--- config.mk ---
export PLATFORM = sky130hd
export DESIGN_NAME = ssa_top
export DESIGN_NICKNAME = d
export VERILOG_FILES = /design/src/inc/ssa_pkg.sv /design/src/rtl/ssa_top.sv
export VERILOG_INCLUDE_DIRS = /design/src /design/src/inc
export SDC_FILE = /design/constraint.sdc
export NUM_CORES = 1
export LEC_CHECK = 0
export ABC_CLOCK_PERIOD_IN_PS = 2400
export BUFFER_PORTS_ARGS = -buffer_cell sky130_fd_sc_hd__buf_2
export CAP_MARGIN = 20
export CORE_ASPECT_RATIO = 0.6
export CORE_MARGIN = 1.5
export CORE_UTILIZATION = 38
export CTS_BUF_LIST = sky130_fd_sc_hd__clkbuf_4
export CTS_CLUSTER_SIZE = 20
export DETAILED_ROUTE_END_ITERATION = 6
export PLACE_DENSITY = 0.81
export SLEW_MARGIN = 20
export SYNTH_ARGS = -nofsm -noshare
export SYNTH_HDL_FRONTEND = slang
export SYNTH_SLANG_ARGS = --single-unit
--- constraint.sdc ---
create_clock -name clk_in -period 2.4 [get_ports clk_in]
set_clock_uncertainty 0.15 [all_clocks]
set_input_delay 0.12 -clock clk_in [delete_from_list [all_inputs] [get_ports clk_in]]
set_output_delay 0.12 -clock clk_in [all_outputs]
set_load 0.02 [all_outputs]
--- src/inc/ssa_defs.svh ---
// Offsets, field positions and reset values of the status aggregator
// Operation
// - Top status at 02h, read clears all but bit 15
// - Top mirror at 00h, never clears
// - Clearing read drops request; mirror keeps it
// - Bit 15 follows suspend modulation enable
// - Bit 14 flags USB caused interrupt
// - Bit 13 flags warm reset command
// - Bit 12 flags NMI activity
// - Bits 11:10 and 4:2 read zero
// - Bit 9 timers, user traps, config traps
// - Bit 9 summarises second-level register
// - Bit 8 flags software generated interrupt
// - Bit 7 flags port 092h mask toggle
// - Bit 6 flags VGA timer expiry
// - Bit 5 flags retrace from serial bit 7
// - Bit 1 flags audio interface cause
// - Bit 0 power management, excluding timers
// - Second-level mirror at 04h, 15:6 reserved
// - Second-level clearing copy at 06h
// - Config trap flag, skip function 0 40h-43h
// - Three flags for user devices 1-3
// - Two flags for timer 1 and 2
// - Second-level bit positions 5 down to 0
`ifndef SSA_DEFS_SVH
`define SSA_DEFS_SVH

`define SSA_OFF_TOP_VIEW      8'h00
`define SSA_OFF_TOP_CLEAR     8'h02
`define SSA_OFF_TRAP_VIEW     8'h04
`define SSA_OFF_TRAP_CLEAR    8'h06

`define SSA_TOP_RESET         16'h0000
`define SSA_TRAP_RESET        16'h0000

`define SSA_TOP_SUSP_BIT      15
`define SSA_TOP_USB_BIT       14
`define SSA_TOP_WARM_BIT      13
`define SSA_TOP_NMI_BIT       12
`define SSA_TOP_TRAP_BIT      9
`define SSA_TOP_SOFT_BIT      8
`define SSA_TOP_A20_BIT       7
`define SSA_TOP_VGA_BIT       6
`define SSA_TOP_RETR_BIT      5
`define SSA_TOP_AUDIO_BIT     1
`define SSA_TOP_PM_BIT        0

`define SSA_TRAP_CFG_BIT      5
`define SSA_TRAP_UDEV3_BIT    4
`define SSA_TRAP_UDEV2_BIT    3
`define SSA_TRAP_UDEV1_BIT    2
`define SSA_TRAP_TMR2_BIT     1
`define SSA_TRAP_TMR1_BIT     0

`define SSA_TOP_RSVD_MASK     16'h0c1c
`define SSA_TRAP_RSVD_MASK    16'hffc0

`define SSA_A20_PORT          16'h0092
`define SSA_RETRACE_BIT       7
`define SSA_EXCL_FUNC         3'h0
`define SSA_EXCL_IDX_LO       8'h40
`define SSA_EXCL_IDX_HI       8'h43

`endif

--- src/inc/ssa_pkg.sv ---
// Types shared by the status aggregator
package ssa_pkg;

  typedef enum logic [2:0] {
    SSA_SEL_NONE       = 3'h0,
    SSA_SEL_TOP_VIEW   = 3'h1,
    SSA_SEL_TOP_CLEAR  = 3'h3,
    SSA_SEL_TRAP_VIEW  = 3'h2,
    SSA_SEL_TRAP_CLEAR = 3'h6
  } ssa_sel_type;

  typedef enum logic [1:0] {
    SSA_ST_IDLE = 2'h0,
    SSA_ST_RESP = 2'h1
  } ssa_state_type;

endpackage : ssa_pkg

--- src/rtl/ssa_top.sv ---
// Management-interrupt source status aggregator with mirror and clear copies
`timescale 1ns/1ps
`include "ssa_defs.svh"

module ssa_flag (
  input  wire logic clk_in,
  input  wire logic rst_n_in,
  input  wire logic set_in,
  input  wire logic clr_in,
  output logic      flag_out
);
  logic flag_q;

  // Set takes priority so an event during the clearing read survives
  always_ff @(posedge clk_in) begin
    if (!rst_n_in) begin
      flag_q <= 1'b0;
    end else if (set_in) begin
      flag_q <= 1'b1;
    end else if (clr_in) begin
      flag_q <= 1'b0;
    end
  end

  assign flag_out = flag_q;
endmodule : ssa_flag

module ssa_top (
  input  wire logic        clk_in,
  input  wire logic        rst_n_in,
  // Memory access from the host
  input  wire logic        mem_space_en_in,
  input  wire logic [31:8] status_block_base_in,
  input  wire logic [31:0] mem_addr_in,
  input  wire logic        mem_rd_in,
  input  wire logic        mem_wr_in,
  output logic             mem_hit_out,
  output logic             mem_ack_out,
  output logic [15:0]      mem_rdata_out,
  // Configuration level
  input  wire logic        susp_mod_en_in,
  // Top-level source events, one-cycle pulses already enabled
  input  wire logic        usb_event_in,
  input  wire logic        warm_reset_event_in,
  input  wire logic        nmi_event_in,
  input  wire logic        soft_smi_event_in,
  input  wire logic        vga_timer_event_in,
  input  wire logic        audio_event_in,
  input  wire logic        pm_event_in,
  // Address-line-20 mask toggle through port 092h
  input  wire logic        a20_trap_en_in,
  input  wire logic        io_wr_in,
  input  wire logic [15:0] io_addr_in,
  output logic             addr_line20_mask_toggle_out,
  // Processor serial status link frame
  input  wire logic        retrace_en_in,
  input  wire logic        serial_valid_in,
  input  wire logic [7:0]  processor_serial_status_link_in,
  // Second-level sources
  input  wire logic        cfg_trap_in,
  input  wire logic [2:0]  cfg_trap_func_in,
  input  wire logic [7:0]  cfg_trap_index_in,
  input  wire logic [3:1]  user_trap_devices_in,
  input  wire logic        gp_timer1_event_in,
  input  wire logic        gp_timer2_event_in,
  // Interrupt request to the processor
  output logic             smi_req_out
);

  ssa_pkg::ssa_sel_type   sel;
  ssa_pkg::ssa_state_type state_q;
  ssa_pkg::ssa_state_type state_d;

  logic        base_match;
  logic        rd_take;
  logic        wr_take;
  logic        clr_top;
  logic        clr_trap;
  logic [15:0] top_set;
  logic [15:0] trap_set;
  logic [15:0] top_flags;
  logic [15:0] trap_flags;
  logic [15:0] top_view;
  logic [15:0] trap_view;
  logic [15:0] rdata_d;
  logic [15:0] rdata_q;
  logic        ack_q;
  logic        a20_toggle_q;
  logic        cfg_excluded;
  logic        a20_event;
  logic        retrace_event;

  // Window decode: the status words sit in the low bytes of the block
  assign base_match = mem_space_en_in &&
                      (mem_addr_in[31:8] == status_block_base_in);
  assign mem_hit_out = base_match && (mem_rd_in || mem_wr_in);
  assign rd_take     = base_match && mem_rd_in;
  assign wr_take     = base_match && mem_wr_in && !mem_rd_in;

  always_comb begin
    sel = ssa_pkg::SSA_SEL_NONE;
    if (rd_take) begin
      case (mem_addr_in[7:0])
        `SSA_OFF_TOP_VIEW: begin
          sel = ssa_pkg::SSA_SEL_TOP_VIEW;
        end
        `SSA_OFF_TOP_CLEAR: begin
          sel = ssa_pkg::SSA_SEL_TOP_CLEAR;
        end
        `SSA_OFF_TRAP_VIEW: begin
          sel = ssa_pkg::SSA_SEL_TRAP_VIEW;
        end
        `SSA_OFF_TRAP_CLEAR: begin
          sel = ssa_pkg::SSA_SEL_TRAP_CLEAR;
        end
        default: begin
          sel = ssa_pkg::SSA_SEL_NONE;
        end
      endcase
    end
  end

  // Only the clearing copies have a side effect; mirrors are pure reads
  assign clr_top  = (sel == ssa_pkg::SSA_SEL_TOP_CLEAR);
  assign clr_trap = (sel == ssa_pkg::SSA_SEL_TRAP_CLEAR);

  // Function 0 bridge-control indexes are never trapped
  assign cfg_excluded = (cfg_trap_func_in == `SSA_EXCL_FUNC) &&
                        (cfg_trap_index_in >= `SSA_EXCL_IDX_LO) &&
                        (cfg_trap_index_in <= `SSA_EXCL_IDX_HI);

  assign a20_event = a20_trap_en_in && io_wr_in &&
                     (io_addr_in == `SSA_A20_PORT);

  assign retrace_event = retrace_en_in && serial_valid_in &&
    processor_serial_status_link_in[`SSA_RETRACE_BIT];

  always_comb begin
    trap_set = 16'h0000;
    trap_set[`SSA_TRAP_CFG_BIT]   = cfg_trap_in && !cfg_excluded;
    trap_set[`SSA_TRAP_UDEV3_BIT] = user_trap_devices_in[3];
    trap_set[`SSA_TRAP_UDEV2_BIT] = user_trap_devices_in[2];
    trap_set[`SSA_TRAP_UDEV1_BIT] = user_trap_devices_in[1];
    trap_set[`SSA_TRAP_TMR2_BIT]  = gp_timer2_event_in;
    trap_set[`SSA_TRAP_TMR1_BIT]  = gp_timer1_event_in;
  end

  always_comb begin
    top_set = 16'h0000;
    top_set[`SSA_TOP_USB_BIT]   = usb_event_in;
    top_set[`SSA_TOP_WARM_BIT]  = warm_reset_event_in;
    top_set[`SSA_TOP_NMI_BIT]   = nmi_event_in;
    // Any second-level cause also raises the summary bit
    top_set[`SSA_TOP_TRAP_BIT]  = |trap_set;
    top_set[`SSA_TOP_SOFT_BIT]  = soft_smi_event_in;
    top_set[`SSA_TOP_A20_BIT]   = a20_event;
    top_set[`SSA_TOP_VGA_BIT]   = vga_timer_event_in;
    top_set[`SSA_TOP_RETR_BIT]  = retrace_event;
    top_set[`SSA_TOP_AUDIO_BIT] = audio_event_in;
    // Timer and user-device causes never reach this bit
    top_set[`SSA_TOP_PM_BIT]    = pm_event_in;
  end

  // One sticky flag per source; the setting bit and reserved bits have none
  ssa_flag u_top_usb (
    .clk_in   (clk_in),
    .rst_n_in (rst_n_in),
    .set_in   (top_set[`SSA_TOP_USB_BIT]),
    .clr_in   (clr_top),
    .flag_out (top_flags[`SSA_TOP_USB_BIT])
  );
  ssa_flag u_top_warm (
    .clk_in   (clk_in),
    .rst_n_in (rst_n_in),
    .set_in   (top_set[`SSA_TOP_WARM_BIT]),
    .clr_in   (clr_top),
    .flag_out (top_flags[`SSA_TOP_WARM_BIT])
  );
  ssa_flag u_top_nmi (
    .clk_in   (clk_in),
    .rst_n_in (rst_n_in),
    .set_in   (top_set[`SSA_TOP_NMI_BIT]),
    .clr_in   (clr_top),
    .flag_out (top_flags[`SSA_TOP_NMI_BIT])
  );
  ssa_flag u_top_trap (
    .clk_in   (clk_in),
    .rst_n_in (rst_n_in),
    .set_in   (top_set[`SSA_TOP_TRAP_BIT]),
    .clr_in   (clr_top),
    .flag_out (top_flags[`SSA_TOP_TRAP_BIT])
  );
  ssa_flag u_top_soft (
    .clk_in   (clk_in),
    .rst_n_in (rst_n_in),
    .set_in   (top_set[`SSA_TOP_SOFT_BIT]),
    .clr_in   (clr_top),
    .flag_out (top_flags[`SSA_TOP_SOFT_BIT])
  );
  ssa_flag u_top_a20 (
    .clk_in   (clk_in),
    .rst_n_in (rst_n_in),
    .set_in   (top_set[`SSA_TOP_A20_BIT]),
    .clr_in   (clr_top),
    .flag_out (top_flags[`SSA_TOP_A20_BIT])
  );
  ssa_flag u_top_vga (
    .clk_in   (clk_in),
    .rst_n_in (rst_n_in),
    .set_in   (top_set[`SSA_TOP_VGA_BIT]),
    .clr_in   (clr_top),
    .flag_out (top_flags[`SSA_TOP_VGA_BIT])
  );
  ssa_flag u_top_retr (
    .clk_in   (clk_in),
    .rst_n_in (rst_n_in),
    .set_in   (top_set[`SSA_TOP_RETR_BIT]),
    .clr_in   (clr_top),
    .flag_out (top_flags[`SSA_TOP_RETR_BIT])
  );
  ssa_flag u_top_audio (
    .clk_in   (clk_in),
    .rst_n_in (rst_n_in),
    .set_in   (top_set[`SSA_TOP_AUDIO_BIT]),
    .clr_in   (clr_top),
    .flag_out (top_flags[`SSA_TOP_AUDIO_BIT])
  );
  ssa_flag u_top_pm (
    .clk_in   (clk_in),
    .rst_n_in (rst_n_in),
    .set_in   (top_set[`SSA_TOP_PM_BIT]),
    .clr_in   (clr_top),
    .flag_out (top_flags[`SSA_TOP_PM_BIT])
  );

  // Second-level flags are cleared only by their own clearing copy
  ssa_flag u_trap_cfg (
    .clk_in   (clk_in),
    .rst_n_in (rst_n_in),
    .set_in   (trap_set[`SSA_TRAP_CFG_BIT]),
    .clr_in   (clr_trap),
    .flag_out (trap_flags[`SSA_TRAP_CFG_BIT])
  );
  ssa_flag u_trap_udev3 (
    .clk_in   (clk_in),
    .rst_n_in (rst_n_in),
    .set_in   (trap_set[`SSA_TRAP_UDEV3_BIT]),
    .clr_in   (clr_trap),
    .flag_out (trap_flags[`SSA_TRAP_UDEV3_BIT])
  );
  ssa_flag u_trap_udev2 (
    .clk_in   (clk_in),
    .rst_n_in (rst_n_in),
    .set_in   (trap_set[`SSA_TRAP_UDEV2_BIT]),
    .clr_in   (clr_trap),
    .flag_out (trap_flags[`SSA_TRAP_UDEV2_BIT])
  );
  ssa_flag u_trap_udev1 (
    .clk_in   (clk_in),
    .rst_n_in (rst_n_in),
    .set_in   (trap_set[`SSA_TRAP_UDEV1_BIT]),
    .clr_in   (clr_trap),
    .flag_out (trap_flags[`SSA_TRAP_UDEV1_BIT])
  );
  ssa_flag u_trap_tmr2 (
    .clk_in   (clk_in),
    .rst_n_in (rst_n_in),
    .set_in   (trap_set[`SSA_TRAP_TMR2_BIT]),
    .clr_in   (clr_trap),
    .flag_out (trap_flags[`SSA_TRAP_TMR2_BIT])
  );
  ssa_flag u_trap_tmr1 (
    .clk_in   (clk_in),
    .rst_n_in (rst_n_in),
    .set_in   (trap_set[`SSA_TRAP_TMR1_BIT]),
    .clr_in   (clr_trap),
    .flag_out (trap_flags[`SSA_TRAP_TMR1_BIT])
  );

  assign top_flags[15]     = 1'h0;
  assign top_flags[11:10]  = 2'h0;
  assign top_flags[4:2]    = 3'h0;
  assign trap_flags[15:6]  = 10'h000;

  // Bit 15 is a live copy of a setting, so a read cannot clear it
  always_comb begin
    top_view = top_flags & ~`SSA_TOP_RSVD_MASK;
    top_view[`SSA_TOP_SUSP_BIT] = susp_mod_en_in;
    trap_view = trap_flags & ~`SSA_TRAP_RSVD_MASK;
  end

  // Mirror and clearing copies return the very same value
  always_comb begin
    case (sel)
      ssa_pkg::SSA_SEL_TOP_VIEW: begin
        rdata_d = top_view;
      end
      ssa_pkg::SSA_SEL_TOP_CLEAR: begin
        rdata_d = top_view;
      end
      ssa_pkg::SSA_SEL_TRAP_VIEW: begin
        rdata_d = trap_view;
      end
      ssa_pkg::SSA_SEL_TRAP_CLEAR: begin
        rdata_d = trap_view;
      end
      default: begin
        rdata_d = 16'h0000;
      end
    endcase
  end

  always_comb begin
    case (state_q)
      ssa_pkg::SSA_ST_IDLE: begin
        state_d = (rd_take || wr_take) ? ssa_pkg::SSA_ST_RESP
                                       : ssa_pkg::SSA_ST_IDLE;
      end
      ssa_pkg::SSA_ST_RESP: begin
        state_d = (rd_take || wr_take) ? ssa_pkg::SSA_ST_RESP
                                       : ssa_pkg::SSA_ST_IDLE;
      end
      default: begin
        state_d = ssa_pkg::SSA_ST_IDLE;
      end
    endcase
  end

  always_ff @(posedge clk_in) begin
    if (!rst_n_in) begin
      state_q <= ssa_pkg::SSA_ST_IDLE;
    end else begin
      state_q <= state_d;
    end
  end

  // Writes are acknowledged and dropped: every word here is read-only
  always_ff @(posedge clk_in) begin
    if (!rst_n_in) begin
      ack_q   <= 1'b0;
      rdata_q <= 16'h0000;
    end else begin
      ack_q   <= rd_take || wr_take;
      rdata_q <= rd_take ? rdata_d : 16'h0000;
    end
  end

  always_ff @(posedge clk_in) begin
    if (!rst_n_in) begin
      a20_toggle_q <= 1'b0;
    end else begin
      a20_toggle_q <= a20_event;
    end
  end

  assign mem_ack_out   = ack_q && (state_q == ssa_pkg::SSA_ST_RESP);
  assign mem_rdata_out = rdata_q;
  assign addr_line20_mask_toggle_out = a20_toggle_q;

  // Request follows the sticky flags; the setting bit plays no part
  assign smi_req_out = |(top_flags & ~`SSA_TOP_RSVD_MASK);

endmodule : ssa_top

Yosys cells after proc, flatten, opt, wreduce, memory -nomap -nowiden
Index checks and enable logic that the tools add are counted.

Order comparisons: 2. Eq/ne operators: 10. Reductions and logical operators: 43. Multiplexer cells: 22.

Operators with widths (number): $pmux W16 S2 (1); $reduce_bool A2 Y1 (16); $eq A24 B24 Y1 (1); $mux W1 (19); $eq A16 B8 Y1 const B (1); $eq A8 B3 Y1 const B (2); $logic_and A1 B1 Y1 (13); $pmux W3 S4 (1); $reduce_or A10 Y1 (1); $eq A8 B2 Y1 const B (1); $ge A8 B7 Y1 const B (1); $le A8 B7 Y1 const B (1); $logic_not A8 Y1 (1); $eq A3 B2 Y1 const B (2); $reduce_or A2 Y1 (3); $reduce_or A6 Y1 (1); $reduce_and A2 Y1 (2); $eq A3 B1 Y1 const B (1); $eq A3 B3 Y1 const B (1); $logic_not A3 Y1 (1); $mux W3 (1); $eq A2 B1 Y1 const B (1); $logic_not A1 Y1 (2); $logic_not A2 Y1 (1); $logic_or A1 B1 Y1 (2).

Register bits after elaboration: 36.

Logic depth before layout (Yosys ltp)
Gate-level depths: netlist (run 1).

Depth after elaboration: 7. Depth in mapped cells: 6.

Modules after synthesis
Synthesis (run 1) repeated with hierarchy kept, for this count alone.

Cells, all modules: 162. Area total of the unflattened synthesis: 1666.6 sq um.

By module, submodules not included: ssa_top (times used 1, cells each 114, area each 1006.0 sq um, sequential area each 320.3 sq um); ssa_flag (times used 16, cells each 3, area each 41.3 sq um, sequential area each 20.0 sq um).

Worst setup path before layout (run 1)
OpenSTA, ideal clock, no wires.

Path kind: input-to-reg. Start point: in mem_addr_in[7]. End point: reg u_trap_cfg.flag_q, in the netlist u_trap_cfg.flag_out. Setup slack: 636 ps. Stages: 5. Arrival time: 1498 ps. Data required time: 2133 ps. Path through: or4_4 -> nor4b_4 -> and2_4 -> a41oi_4 -> a22o_1.

Cells in the longest elaborated chain, start to end: 5. Elaborated cells on any way between the ends: 8. Classes of those cells: 4 x eq/ne; 2 x mux; 2 x reduce/logical.

RTL lines: start, declared (line ssa_top.sv:34) `input wire logic [31:0] mem_addr_in,`; $eq A8 B3 Y1, or another cell as far along (line ssa_top.sv:103) `case (mem_addr_in[7:0])`; $pmux W3 S4 * (line ssa_top.sv:103); $mux W3 * (line ssa_top.sv:102) `if (rd_take) begin`; $eq A3 B3 Y1 * (line ssa_top.sv:125) `assign clr_trap = (sel == ssa_pkg::SSA_SEL_TRAP_CLEAR);`; $reduce_bool A2 Y1 (no source line) *; end signal, assigned (line ssa_top.sv:17) `flag_q <= 1'b0;`; end signal, assigned (line ssa_top.sv:19) `flag_q <= 1'b1;`; end signal, assigned (line ssa_top.sv:21) `flag_q <= 1'b0;`; end, declared (line ssa_top.sv:12) `logic flag_q;`.

Mark *: on every way between the ends. The rest lies on a longest branch, timed or not. A chain may end at the register's enable or synchronous reset.

Worst setup path after layout (run 1)
Start point: in mem_addr_in[7]. End point: reg u_top_retr.flag_q, in the netlist u_top_retr.flag_out.

Cells in the longest elaborated chain, start to end: 5. Elaborated cells on any way between the ends: 8. Classes of those cells: 4 x eq/ne; 2 x mux; 2 x reduce/logical.

RTL lines: $eq A8 B3 Y1, or another cell as far along (line ssa_top.sv:103); $pmux W3 S4 * (line ssa_top.sv:103); $mux W3 * (line ssa_top.sv:102); $eq A3 B2 Y1 * (line ssa_top.sv:124) `assign clr_top = (sel == ssa_pkg::SSA_SEL_TOP_CLEAR);`; $reduce_bool A2 Y1 (no source line) *; end signal, assigned (line ssa_top.sv:17); end signal, assigned (line ssa_top.sv:19); end signal, assigned (line ssa_top.sv:21); end, declared (line ssa_top.sv:12).

Marks and branches as above.

==> flow_metrics.py, run 1 <==
metrics = {
    "run_status": {
        "status": "finished clean",
    },
    "clock_tree": {
        "buffer_depth_of_the_longest_clock_path": 2,
        "clk_latency_ns": 0.32,
        "cts.repair_timing.setup_buffer_count": 0,
        "tritoncts.num_buffers": 5,
        "clk_transition_reported_paths_ns": 0.10,
        "cts.repair.resized": 0,
        "tritoncts": "yes",
        "clock_tree.root_cell": "clkbuf_4",
        "cts_hold_repair.buffers": 20,
        "cts.htree.levels": 2,
        "cts_sinks": 32,
    },
    "min_path": {
        "hold_path_class": "primary input to register",
    },
    "route": {
        "remaining_drc_errors": 0,
        "total_wirelength_mm": 4.05,
        "detailedRoute.firstPassIterationCount": 4,
        "ant_nets": 0,
        "detailedRoute.firstIterationViolations": 37,
        "route.detailed.wl_per_inst_microns": 12.2,
        "drt-vias-per-instance": 4.60,
        "vias": 1528,
    },
    "global_route": {
        "grt_start_max_net_pins": 17,
        "grt_usage": 0.201,
        "grt_antenna_before_repair": 0,
        "global_route_wire_length_before_repair_mm": 6.71,
        "gr-total-overflow": 0,
        "vias_in_the_first_global_route": 1528,
    },
    "placed_design": {
        "dp_hpwl_mm": 3.11,
        "port_buffers": 122,
        "gp_congestion": 0.739,
        "place_inst": 304,
    },
    "sta": {
        "period_needed_ns": 2.14,
        "fin_crit_sh": 0.892,
        "tns_ns": 0,
        "finalHoldWorstSlack_ns": 0.0621,
        "final_hold_viol_count": 0,
        "timing.max_slew.rel_slack": 0.659,
        "max_freq_mhz": 467,
        "rsz0062_at_grt": "no",
        "finalSetupViolCount": 0,
        "slew_viol_final": 0,
        "tightestPinTransition_ns": 0.509,
    },
    "setup_path": {
        "reg2reg_setup_slack_ns": 1.12,
        "critPathCaptureType": "register",
        "start_kind": "primary input",
        "path_class": "primary input to register",
        "crit_path_start": "mem_addr_in[7]",
        "worstPathArrival_ns": 2.21,
        "timing.rr.start": "u_top_retr.flag_out$_SDFFE_PN0P_",
        "timing.critical_path.required_ns": 2.46,
        "path_max_fanout": 10,
        "reg2reg_depth": 2,
        "worst_reg2reg_path_endpoint": "u_top_retr.flag_out$_SDFFE_PN0P_",
        "worst_setup_path_endpoint": "u_top_retr.flag_out$_SDFFE_PN0P_",
    },
    "finish": {
        "layout.filler_cells": 308,
        "num_antenna_cells": 0,
        "syn_to_final_growth_pct": 61.5,
        "layout-drive-gt1-share": 0.495,
        "fin_cells": 332,
        "nets": 398,
        "layout.core_utilization": 0.648,
    },
    "logic_synthesis": {
        "synthesis.area_sq_um": 1490,
        "synth_most_common_cell": "dfxtp_1",
        "yosys-top-cells-count": "dfxtp_1, xnor2_1, a22o_1, nand2_1, nor2_1",
        "post-synth-top-area-fraction": 0.429,
        "syn_area_per_cell_sq_um": 10.7,
        "synthArstFlopShare": 0,
        "number_of_enable_type_register_cells_in_the_synthesized_netlist": 0,
        "total_of_warnings_raised_by_yosys": 0,
        "top_cells_by_area_synth": "dfxtp_1, xnor2_1, a22o_1",
        "syn_inst": 140,
        "synth_largest_area_cell": "dfxtp_1",
        "synth_sequential_area_ratio": 0.429,
        "yosysUniqueCellTypes": 29,
        "ys.flop_type": "dfxtp_1",
        "yosys_register_bits": 32,
    },
    "die": {
        "die_area_sq_um": 4330,
        "initial_core_util": 0.401,
        "rows": 17,
        "dieHeight_microns": 51.5,
        "die_x_microns": 83.9,
        "area_of_the_core_region_sq_um": 3720,
        "top_level_ports": 134,
    },
    "pwr": {
        "power_density_nw_per_um2": 490,
        "leakage_uw": 0.00115,
        "max-vdd-ir-drop_v": 0.000418,
    },
    "flow_run": {
        "cap_viol_max_count": 0,
    },
}
==> sequential cells by signal, summed over array words and instances, names as in the netlist <==
register,count
u_top_nmi.flag_out,1
mem_rdata_out,14
u_top_soft.flag_out,1
u_top_warm.flag_out,1
u_trap_tmr1.flag_out,1
ack_q,1
u_top_vga.flag_out,1
u_top_pm.flag_out,1
u_trap_udev1.flag_out,1
u_top_a20.flag_out,1
u_top_usb.flag_out,1
addr_line20_mask_toggle_out,1
u_trap_udev2.flag_out,1
u_top_audio.flag_out,1
u_top_retr.flag_out,1
u_trap_cfg.flag_out,1
u_trap_udev3.flag_out,1
u_trap_tmr2.flag_out,1
u_top_trap.flag_out,1
==> per-stage QoR <==
stage	setup WS [ns]	area, sq um	total power, uW
global placement	0.443	2140	775
CTS	0.282	2410	1190
detailed placement	0.415	2140	780
floorplan	0.636	1500	676
global route	0.208	2410	1240
finish	0.258	2410	1180
==> cell type report <==
class                      count  area (sq um)  area share
sequential                    32           641       0.266
inverter                       2          7.51     0.00311
multi-input combinational    100           811       0.336
tap                           47          58.8      0.0244
clock inverter                 3          37.5      0.0156
timing repair buffer         143           818       0.339
clock buffer                   5          37.5      0.0156
==> critical path, cell delays in order <==
cell and delay (ns):
buf_2 0.10, or4_4 0.54, nor4b_4 0.26, and2_4 0.22
a41oi_4 0.22, o2bb2ai_1 0.20, dlygate4sd3_1 0.55
==> report_power, final <==
part           internal, uW  switching, uW  leakage [uW]
sequential              554           15.2      0.000263
clock                   213            178     0.0000403
combinational           140           83.6      0.000846
total                   906            276       0.00115
==> routing by layer <==
metal | vias to the layer above | GRT usage | part of all wire
met4 | 0 | 0.0519 | 0.0067
met5 | - | 0 | 0
li1 | 797 | - | -
met3 | 4 | 0.0508 | 0.062
met2 | 58 | 0.370 | 0.49
met1 | 669 | 0.241 | 0.44
==> kinds of logic (layout without fill, tap and decap cells) <==
group / after synthesis / after routing / share of synthesized area
muxes: 3 / 3 / 0.0201
and+or+nand+nor: 52 / 52 / 0.240
xor gates and xnor gates: 24 / 24 / 0.141
other: 1 / 2 / 0.00251
buffers and inverters: 9 / 153 / 0.0302
AOI/OAI and AO/OA: 19 / 19 / 0.137
DFF: 32 / 32 / 0.429
==> how the worst min path moves through the flow <==
stage                     slack (ns)  cells past startpoint             from                                     end
after floorplan                 0.06                      1   io_addr_in[14]  addr_line20_mask_toggle_out$_SDFF_PN0_
after global placement          0.18                      2   io_addr_in[14]  addr_line20_mask_toggle_out$_SDFF_PN0_
after detailed placement        0.18                      2   io_addr_in[14]  addr_line20_mask_toggle_out$_SDFF_PN0_
after CTS                       0.04                      5  mem_space_en_in                        ack_q$_SDFF_PN0_
after global routing            0.08                      3   mem_addr_in[2]             mem_rdata_out[3]$_SDFF_PN0_
final                           0.06                      3   mem_addr_in[2]             mem_rdata_out[4]$_SDFF_PN0_
==> layout by cell type, fill, tap and decap left out <==
cell             n
buf_2          122
dfxtp_1         32
xnor2_1         24
dlygate4sd3_1   20
a22o_1          13
nor2_1           9
nand2_1          9
nand4_1          6
nor4_1           5
clkbuf_4         5
nor3_1           4
nor3b_2          4
nor3b_1          4
mux2i_1          3
nand3_1          2
inv_1            2
a41oi_4          2
o2bb2ai_1        2
conb_1           2
clkinv_1         2
nor4_4           1
nor3_2           1
or4_4            1
nor4b_4          1
and2_4           1
nand3b_1         1
o41a_1           1
or4_1            1
nor4b_1          1
a21o_1           1
nand4_2          1
bufinv_16        1
buf_4            1
No activity file was read; power rests on OpenSTA's default activity.
==> inputs of run 2 (changes only) <==
==> constraint.sdc (replaced) <==
create_clock -name clk_in -period 2.4 [get_ports clk_in]
set_clock_uncertainty 0.15 [all_clocks]
set_input_delay 0.36 -clock clk_in [delete_from_list [all_inputs] [get_ports clk_in]]
set_output_delay 0.36 -clock clk_in [all_outputs]
set_load 0.02 [all_outputs]
==> flow_metrics.py, run 2 (synthesis gave the netlist of run 1 again) <==
metrics = {
    "finish": {
        "highest_count_cells_in_the_layout_ignoring_fill_and_taps": "buf_2, dfxtp_1, xnor2_1, a22o_1",
        "layout-drive-gt1-share": 0.543,
        "max_ffs_per_register": 14,
        "final_std_cell_area_no_fill_sq_um": 2230,
        "syn_to_final_growth_pct": 49.5,
        "num_antenna_cells": 0,
        "nets": 380,
        "fin_cells": 314,
        "most_common_cell_after_layout_fill_and_taps_aside": "buf_2",
    },
    "sta": {
        "fin_crit_sh": 0.830,
        "timing.max_slew.rel_slack": 0.664,
        "rsz0062_at_grt": "no",
        "slew_viol_final": 0,
        "finalSetupViolCount": 0,
        "max_freq_mhz": 502,
        "tns_ns": 0,
        "period_needed_ns": 1.99,
        "finalHoldWorstSlack_ns": 0.0768,
        "tightestPinTransition_ns": 0.500,
        "final_hold_viol_count": 0,
    },
    "route": {
        "drt-vias-per-instance": 4.79,
        "remaining_drc_errors": 0,
        "detailedRoute.firstIterationViolations": 32,
        "vias": 1505,
        "route.detailed.wl_per_inst_microns": 12.4,
        "total_wirelength_mm": 3.91,
        "detailedRoute.firstPassIterationCount": 4,
        "ant_nets": 0,
    },
    "pwr": {
        "combinational_share_of_power": 0.171,
        "total_power_uw": 1170,
        "max-vdd-ir-drop_v": 0.000318,
        "p_switching_uw": 277,
        "power.sequential.fraction": 0.488,
        "leakage_uw": 0.00107,
        "power_density_nw_per_um2": 523,
        "clock_share_of_power": 0.342,
        "power_switching_share": 0.237,
        "internal_power_summed_over_all_cells_uw": 890,
    },
    "clock_tree": {
        "clk_latency_ns": 0.32,
        "tritoncts": "yes",
        "cts.repair_timing.setup_buffer_count": 0,
        "tritoncts.num_buffers": 5,
        "clk_transition_reported_paths_ns": 0.10,
        "cts_sinks": 32,
        "cts.htree.levels": 2,
        "clock_tree.root_cell": "clkbuf_4",
        "cts.repair.resized": 0,
        "buffer_depth_of_the_longest_clock_path": 2,
        "cts_hold_repair.buffers": 0,
    },
    "setup_path": {
        "start_kind": "primary input",
        "critPathCaptureType": "output port",
        "path_max_fanout": 2,
        "worstPathArrival_ns": 1.48,
        "timing.critical_path.required_ns": 1.89,
        "path_class": "primary input to output port",
    },
    "placed_design": {
        "dp_hpwl_mm": 3.25,
        "port_buffers": 122,
        "placed_area_sq_um": 2150,
        "place_inst": 306,
        "gp_congestion": 0.728,
    },
    "die": {
        "area_of_the_core_region_sq_um": 3720,
        "die_x_microns": 83.9,
        "rows": 17,
        "dieHeight_microns": 51.5,
        "initial_core_util": 0.401,
        "die_area_sq_um": 4330,
        "top_level_ports": 134,
    },
    "flow_run": {
        "cap_viol_max_count": 0,
    },
    "global_route": {
        "gr-total-overflow": 0,
        "vias_in_the_first_global_route": 1535,
        "grt_start_max_net_pins": 17,
        "global_route_wire_length_before_repair_mm": 6.50,
        "grt_usage": 0.191,
        "grt_antenna_before_repair": 0,
    },
    "min_path": {
        "hold_path_class": "primary input to register",
    },
    "run_status": {
        "status": "finished clean",
    },
}
==> run 2: routing by layer <==
| layer | track usage | part of all wire | vias to the layer above |
|---|---|---|---|
| li1 | - | - | 758 |
| met1 | 0.224 | 0.45 | 679 |
| met2 | 0.351 | 0.47 | 64 |
| met3 | 0.0635 | 0.069 | 4 |
| met4 | 0.0328 | 0.0056 | 0 |
| met5 | 0 | 0 | - |
==> run 2: worst paths after layout <==
kind / start / to / slack [ns] / depth (start not counted)
setup reg to reg: u_top_audio.flag_out$_SDFFE_PN0P_ / u_top_audio.flag_out$_SDFFE_PN0P_ / 1.61 / 1
hold / removal: io_addr_in[14] / addr_line20_mask_toggle_out$_SDFF_PN0_ / 0.08 / 2
hold reg to reg: u_trap_udev1.flag_out$_SDFFE_PN0P_ / mem_rdata_out[2]$_SDFF_PN0_ / 0.29 / 2
setup / recovery: status_block_base_in[21] / mem_hit_out / 0.41 / 7
==> run 2: cell type report <==
class	count	area, sq um
Fill cell	333	1490
Multi-Input combinational cell	100	811
Sequential cell	32	641
Timing Repair Buffer	125	633
Tap cell	47	58.8
Clock inverter	3	42.5
Clock buffer	5	37.5
Inverter	2	7.51
==> run 2: through the flow <==
step | setup WS, ns | util
3_5_place_dp | 0.224 | 0.578
6_report | 0.408 | 0.599
5_1_grt | 0.264 | 0.599
3_3_place_gp | 0.219 | 0.578
2_1_floorplan | 0.349 | -
4_1_cts | 0.399 | 0.599
==> run 2: power groups by stage <==
| stage | Clock [uW] | Combinational (uW) | Sequential, uW |
|---|---|---|---|
| final | 399 | 199 | 569 |
| after detailed placement | 0 | 200 | 581 |
| after CTS | 407 | 201 | 569 |
| after global routing | 438 | 220 | 573 |
| after floorplan | 0 | 100 | 576 |
| after global placement | 0 | 195 | 580 |
==> run 2: worst max-delay path: stages <==
cell and delay (ns):
buf_2 0.11, xnor2_1 0.19, nand4_1 0.18, nor4_4 0.27, nand2_1 0.10, nor2_1 0.10
buf_2 0.16
==> inputs of run 3 (changes only) <==
ABC_CLOCK_PERIOD_IN_PS = 1800   (was 2400)
CORE_UTILIZATION = 35   (was 38)
PLACE_DENSITY = 0.79   (was 0.81)
clock period = 1.8 ns   (was 2.4 ns; I/O delays follow)
==> flow_metrics.py, run 3 (synthesis gave the netlist of run 1 again) <==
metrics = {
    "placed_design": {
        "placed_area_sq_um": 2210,
        "gp_congestion": 0.791,
        "dp_hpwl_mm": 3.27,
        "place_inst": 323,
        "port_buffers": 122,
    },
    "finish": {
        "max_ffs_per_register": 14,
        "layout.core_utilization": 0.580,
        "multi_input_gate_area_in_the_final_layout_sq_um": 853,
        "layout-drive-gt1-share": 0.567,
        "num_antenna_cells": 0,
        "nets": 388,
        "final_std_cell_area_no_fill_sq_um": 2380,
        "most_common_cell_after_layout_fill_and_taps_aside": "buf_2",
        "syn_to_final_growth_pct": 59.3,
        "layout.area.seq_sq_um": 641,
        "highest_count_cells_in_the_layout_ignoring_fill_and_taps": "buf_2, dfxtp_1, xnor2_1, a22o_1",
        "layout.filler_cells": 386,
        "fin_cells": 335,
    },
    "setup_path": {
        "crit_path_start": "status_block_base_in[14]",
        "crit_family": "simple AND/OR/NAND/NOR gates",
        "worstPathArrival_ns": 1.39,
        "path_class": "primary input to output port",
        "path_cells": "buf_2 -> xnor2_2 -> nand4_1 -> nor4_4 -> buf_4 -> nand2_2 -> nor2_2 -> buf_6",
        "crit_path_top_delay_cell": "nor4_4",
        "timing.rr.start": "u_top_a20.flag_out$_SDFFE_PN0P_",
        "cp_num_buf_inv": 3,
        "path_max_fanout": 2,
        "start_kind": "primary input",
        "critical_path.max_stage_delay_ns": 0.27,
        "critPathCaptureType": "output port",
        "timing.critical_path.required_ns": 1.38,
    },
    "run_status": {
        "failing_checks": "negative setup slack",
        "status": "finished with violations",
    },
    "clock_tree": {
        "buffer_depth_of_the_longest_clock_path": 2,
        "tritoncts": "yes",
        "clock_tree.root_cell": "clkbuf_4",
        "cts.htree.levels": 2,
        "clk_transition_reported_paths_ns": 0.09,
        "clk_latency_ns": 0.31,
        "tritoncts.num_buffers": 5,
        "cts_sinks": 32,
    },
    "sta": {
        "period_needed_ns": 1.81,
        "timing.max_slew.rel_slack": 0.669,
        "fin_crit_sh": 1.00,
        "tns_ns": -0.00758,
        "finalHoldWorstSlack_ns": 0.0219,
        "rsz0062_at_grt": "yes",
        "timing.final.ws_setup_ns": -0.00758,
        "final_hold_viol_count": 0,
        "finalSetupViolCount": 1,
        "tightestPinTransition_ns": 0.492,
        "slew_viol_final": 0,
        "max_freq_mhz": 553,
    },
    "flow_run": {
        "cap_viol_max_count": 0,
    },
    "global_route": {
        "global_route_wire_length_before_repair_mm": 6.07,
        "grt_start_max_net_pins": 16,
        "groute.layer.met3.usage": 0.0583,
        "grt_antenna_before_repair": 0,
        "vias_in_the_first_global_route": 1379,
        "gr-usage-met2": 0.278,
        "grt_usage": 0.172,
        "groute.layer.met1.usage": 0.228,
        "gr-total-overflow": 0,
        "busiest_layer": "met2",
    },
    "die": {
        "dieHeight_microns": 53.6,
        "initial_core_util": 0.364,
        "die_x_microns": 87.3,
        "area_of_the_core_region_sq_um": 4100,
        "top_level_ports": 134,
        "rows": 18,
        "die_area_sq_um": 4680,
    },
    "route": {
        "vias": 1549,
        "detailedRoute.firstPassIterationCount": 4,
        "detailedRoute.firstIterationViolations": 50,
        "remaining_drc_errors": 0,
        "ant_nets": 0,
        "total_wirelength_mm": 4.00,
        "drt-vias-per-instance": 4.62,
        "route.detailed.wl_per_inst_microns": 11.9,
    },
    "min_path": {
        "min_from": "usb_event_in",
        "hold_path_class": "primary input to register",
    },
    "pwr": {
        "power_density_nw_per_um2": 611,
        "max-vdd-ir-drop_v": 0.000418,
        "leakage_uw": 0.00115,
    },
}
[run 3: cell count changes in the layout (fill, tap and decap cells not counted), sizes merged]
cell         change
buf              +5
clkbuf           +2
clkinvlp         -1
dlygate4sd3      +3
bufinv           -1
[run 3: worst paths after layout]
path | to | slack (ns) | cells after the start
hold reg to reg | mem_rdata_out[2]$_SDFF_PN0_ | 0.29 | 2
hold / removal | u_top_usb.flag_out$_SDFFE_PN0P_ | 0.02 | 2
setup reg to reg | mem_rdata_out[7]$_SDFF_PN0_ | 0.98 | 1
setup / recovery | mem_hit_out | -0.008 | 8
[run 3: power by group]
| part | internal, uW | total [uW] | switching [uW] | leakage, uW |
|---|---|---|---|---|
| clock | 180 | 401 | 221 | 0.0000338 |
| combinational | 180 | 293 | 113 | 0.000849 |
| sequential | 738 | 759 | 21.1 | 0.000263 |
| total | 1100 | 1450 | 354 | 0.00115 |
[run 3: metrics by stage]
stage	total power, uW	setup slack (ns)
floorplan	902	-0.113
global placement	1040	-0.273
detailed placement	1050	-0.285
CTS	1460	0.00384
global route	1530	-0.0750
finish	1450	-0.00758
[run 3: what timing repair did]
item	CTS	global route
endpoints found under the hold margin	1	0
setup buffers	1	0
pin swaps	5	7
gates resized for setup	6	6
setup endpoints to repair	1	1
cloned	0	0
hold buffers	3	0
[run 3: metal layers]
layer | vias to the layer above | wire [microns] | share of wire
met1 | 687 | 1790 | 0.45
met4 | 0 | 29 | 0.0072
li1 | 771 | - | -
met3 | 4 | 467 | 0.12
met2 | 87 | 1720 | 0.43
met5 | - | 0 | 0
[run 3: cell type report]
cell class | count | share of cell area
Multi-Input combinational cell | 100 | 0.359
Timing Repair Buffer | 133 | 0.313
Sequential cell | 32 | 0.269
Tap cell | 60 | 0.0316
Clock buffer | 7 | 0.0221
Inverter | 2 | 0.00316
Clock inverter | 1 | 0.00158
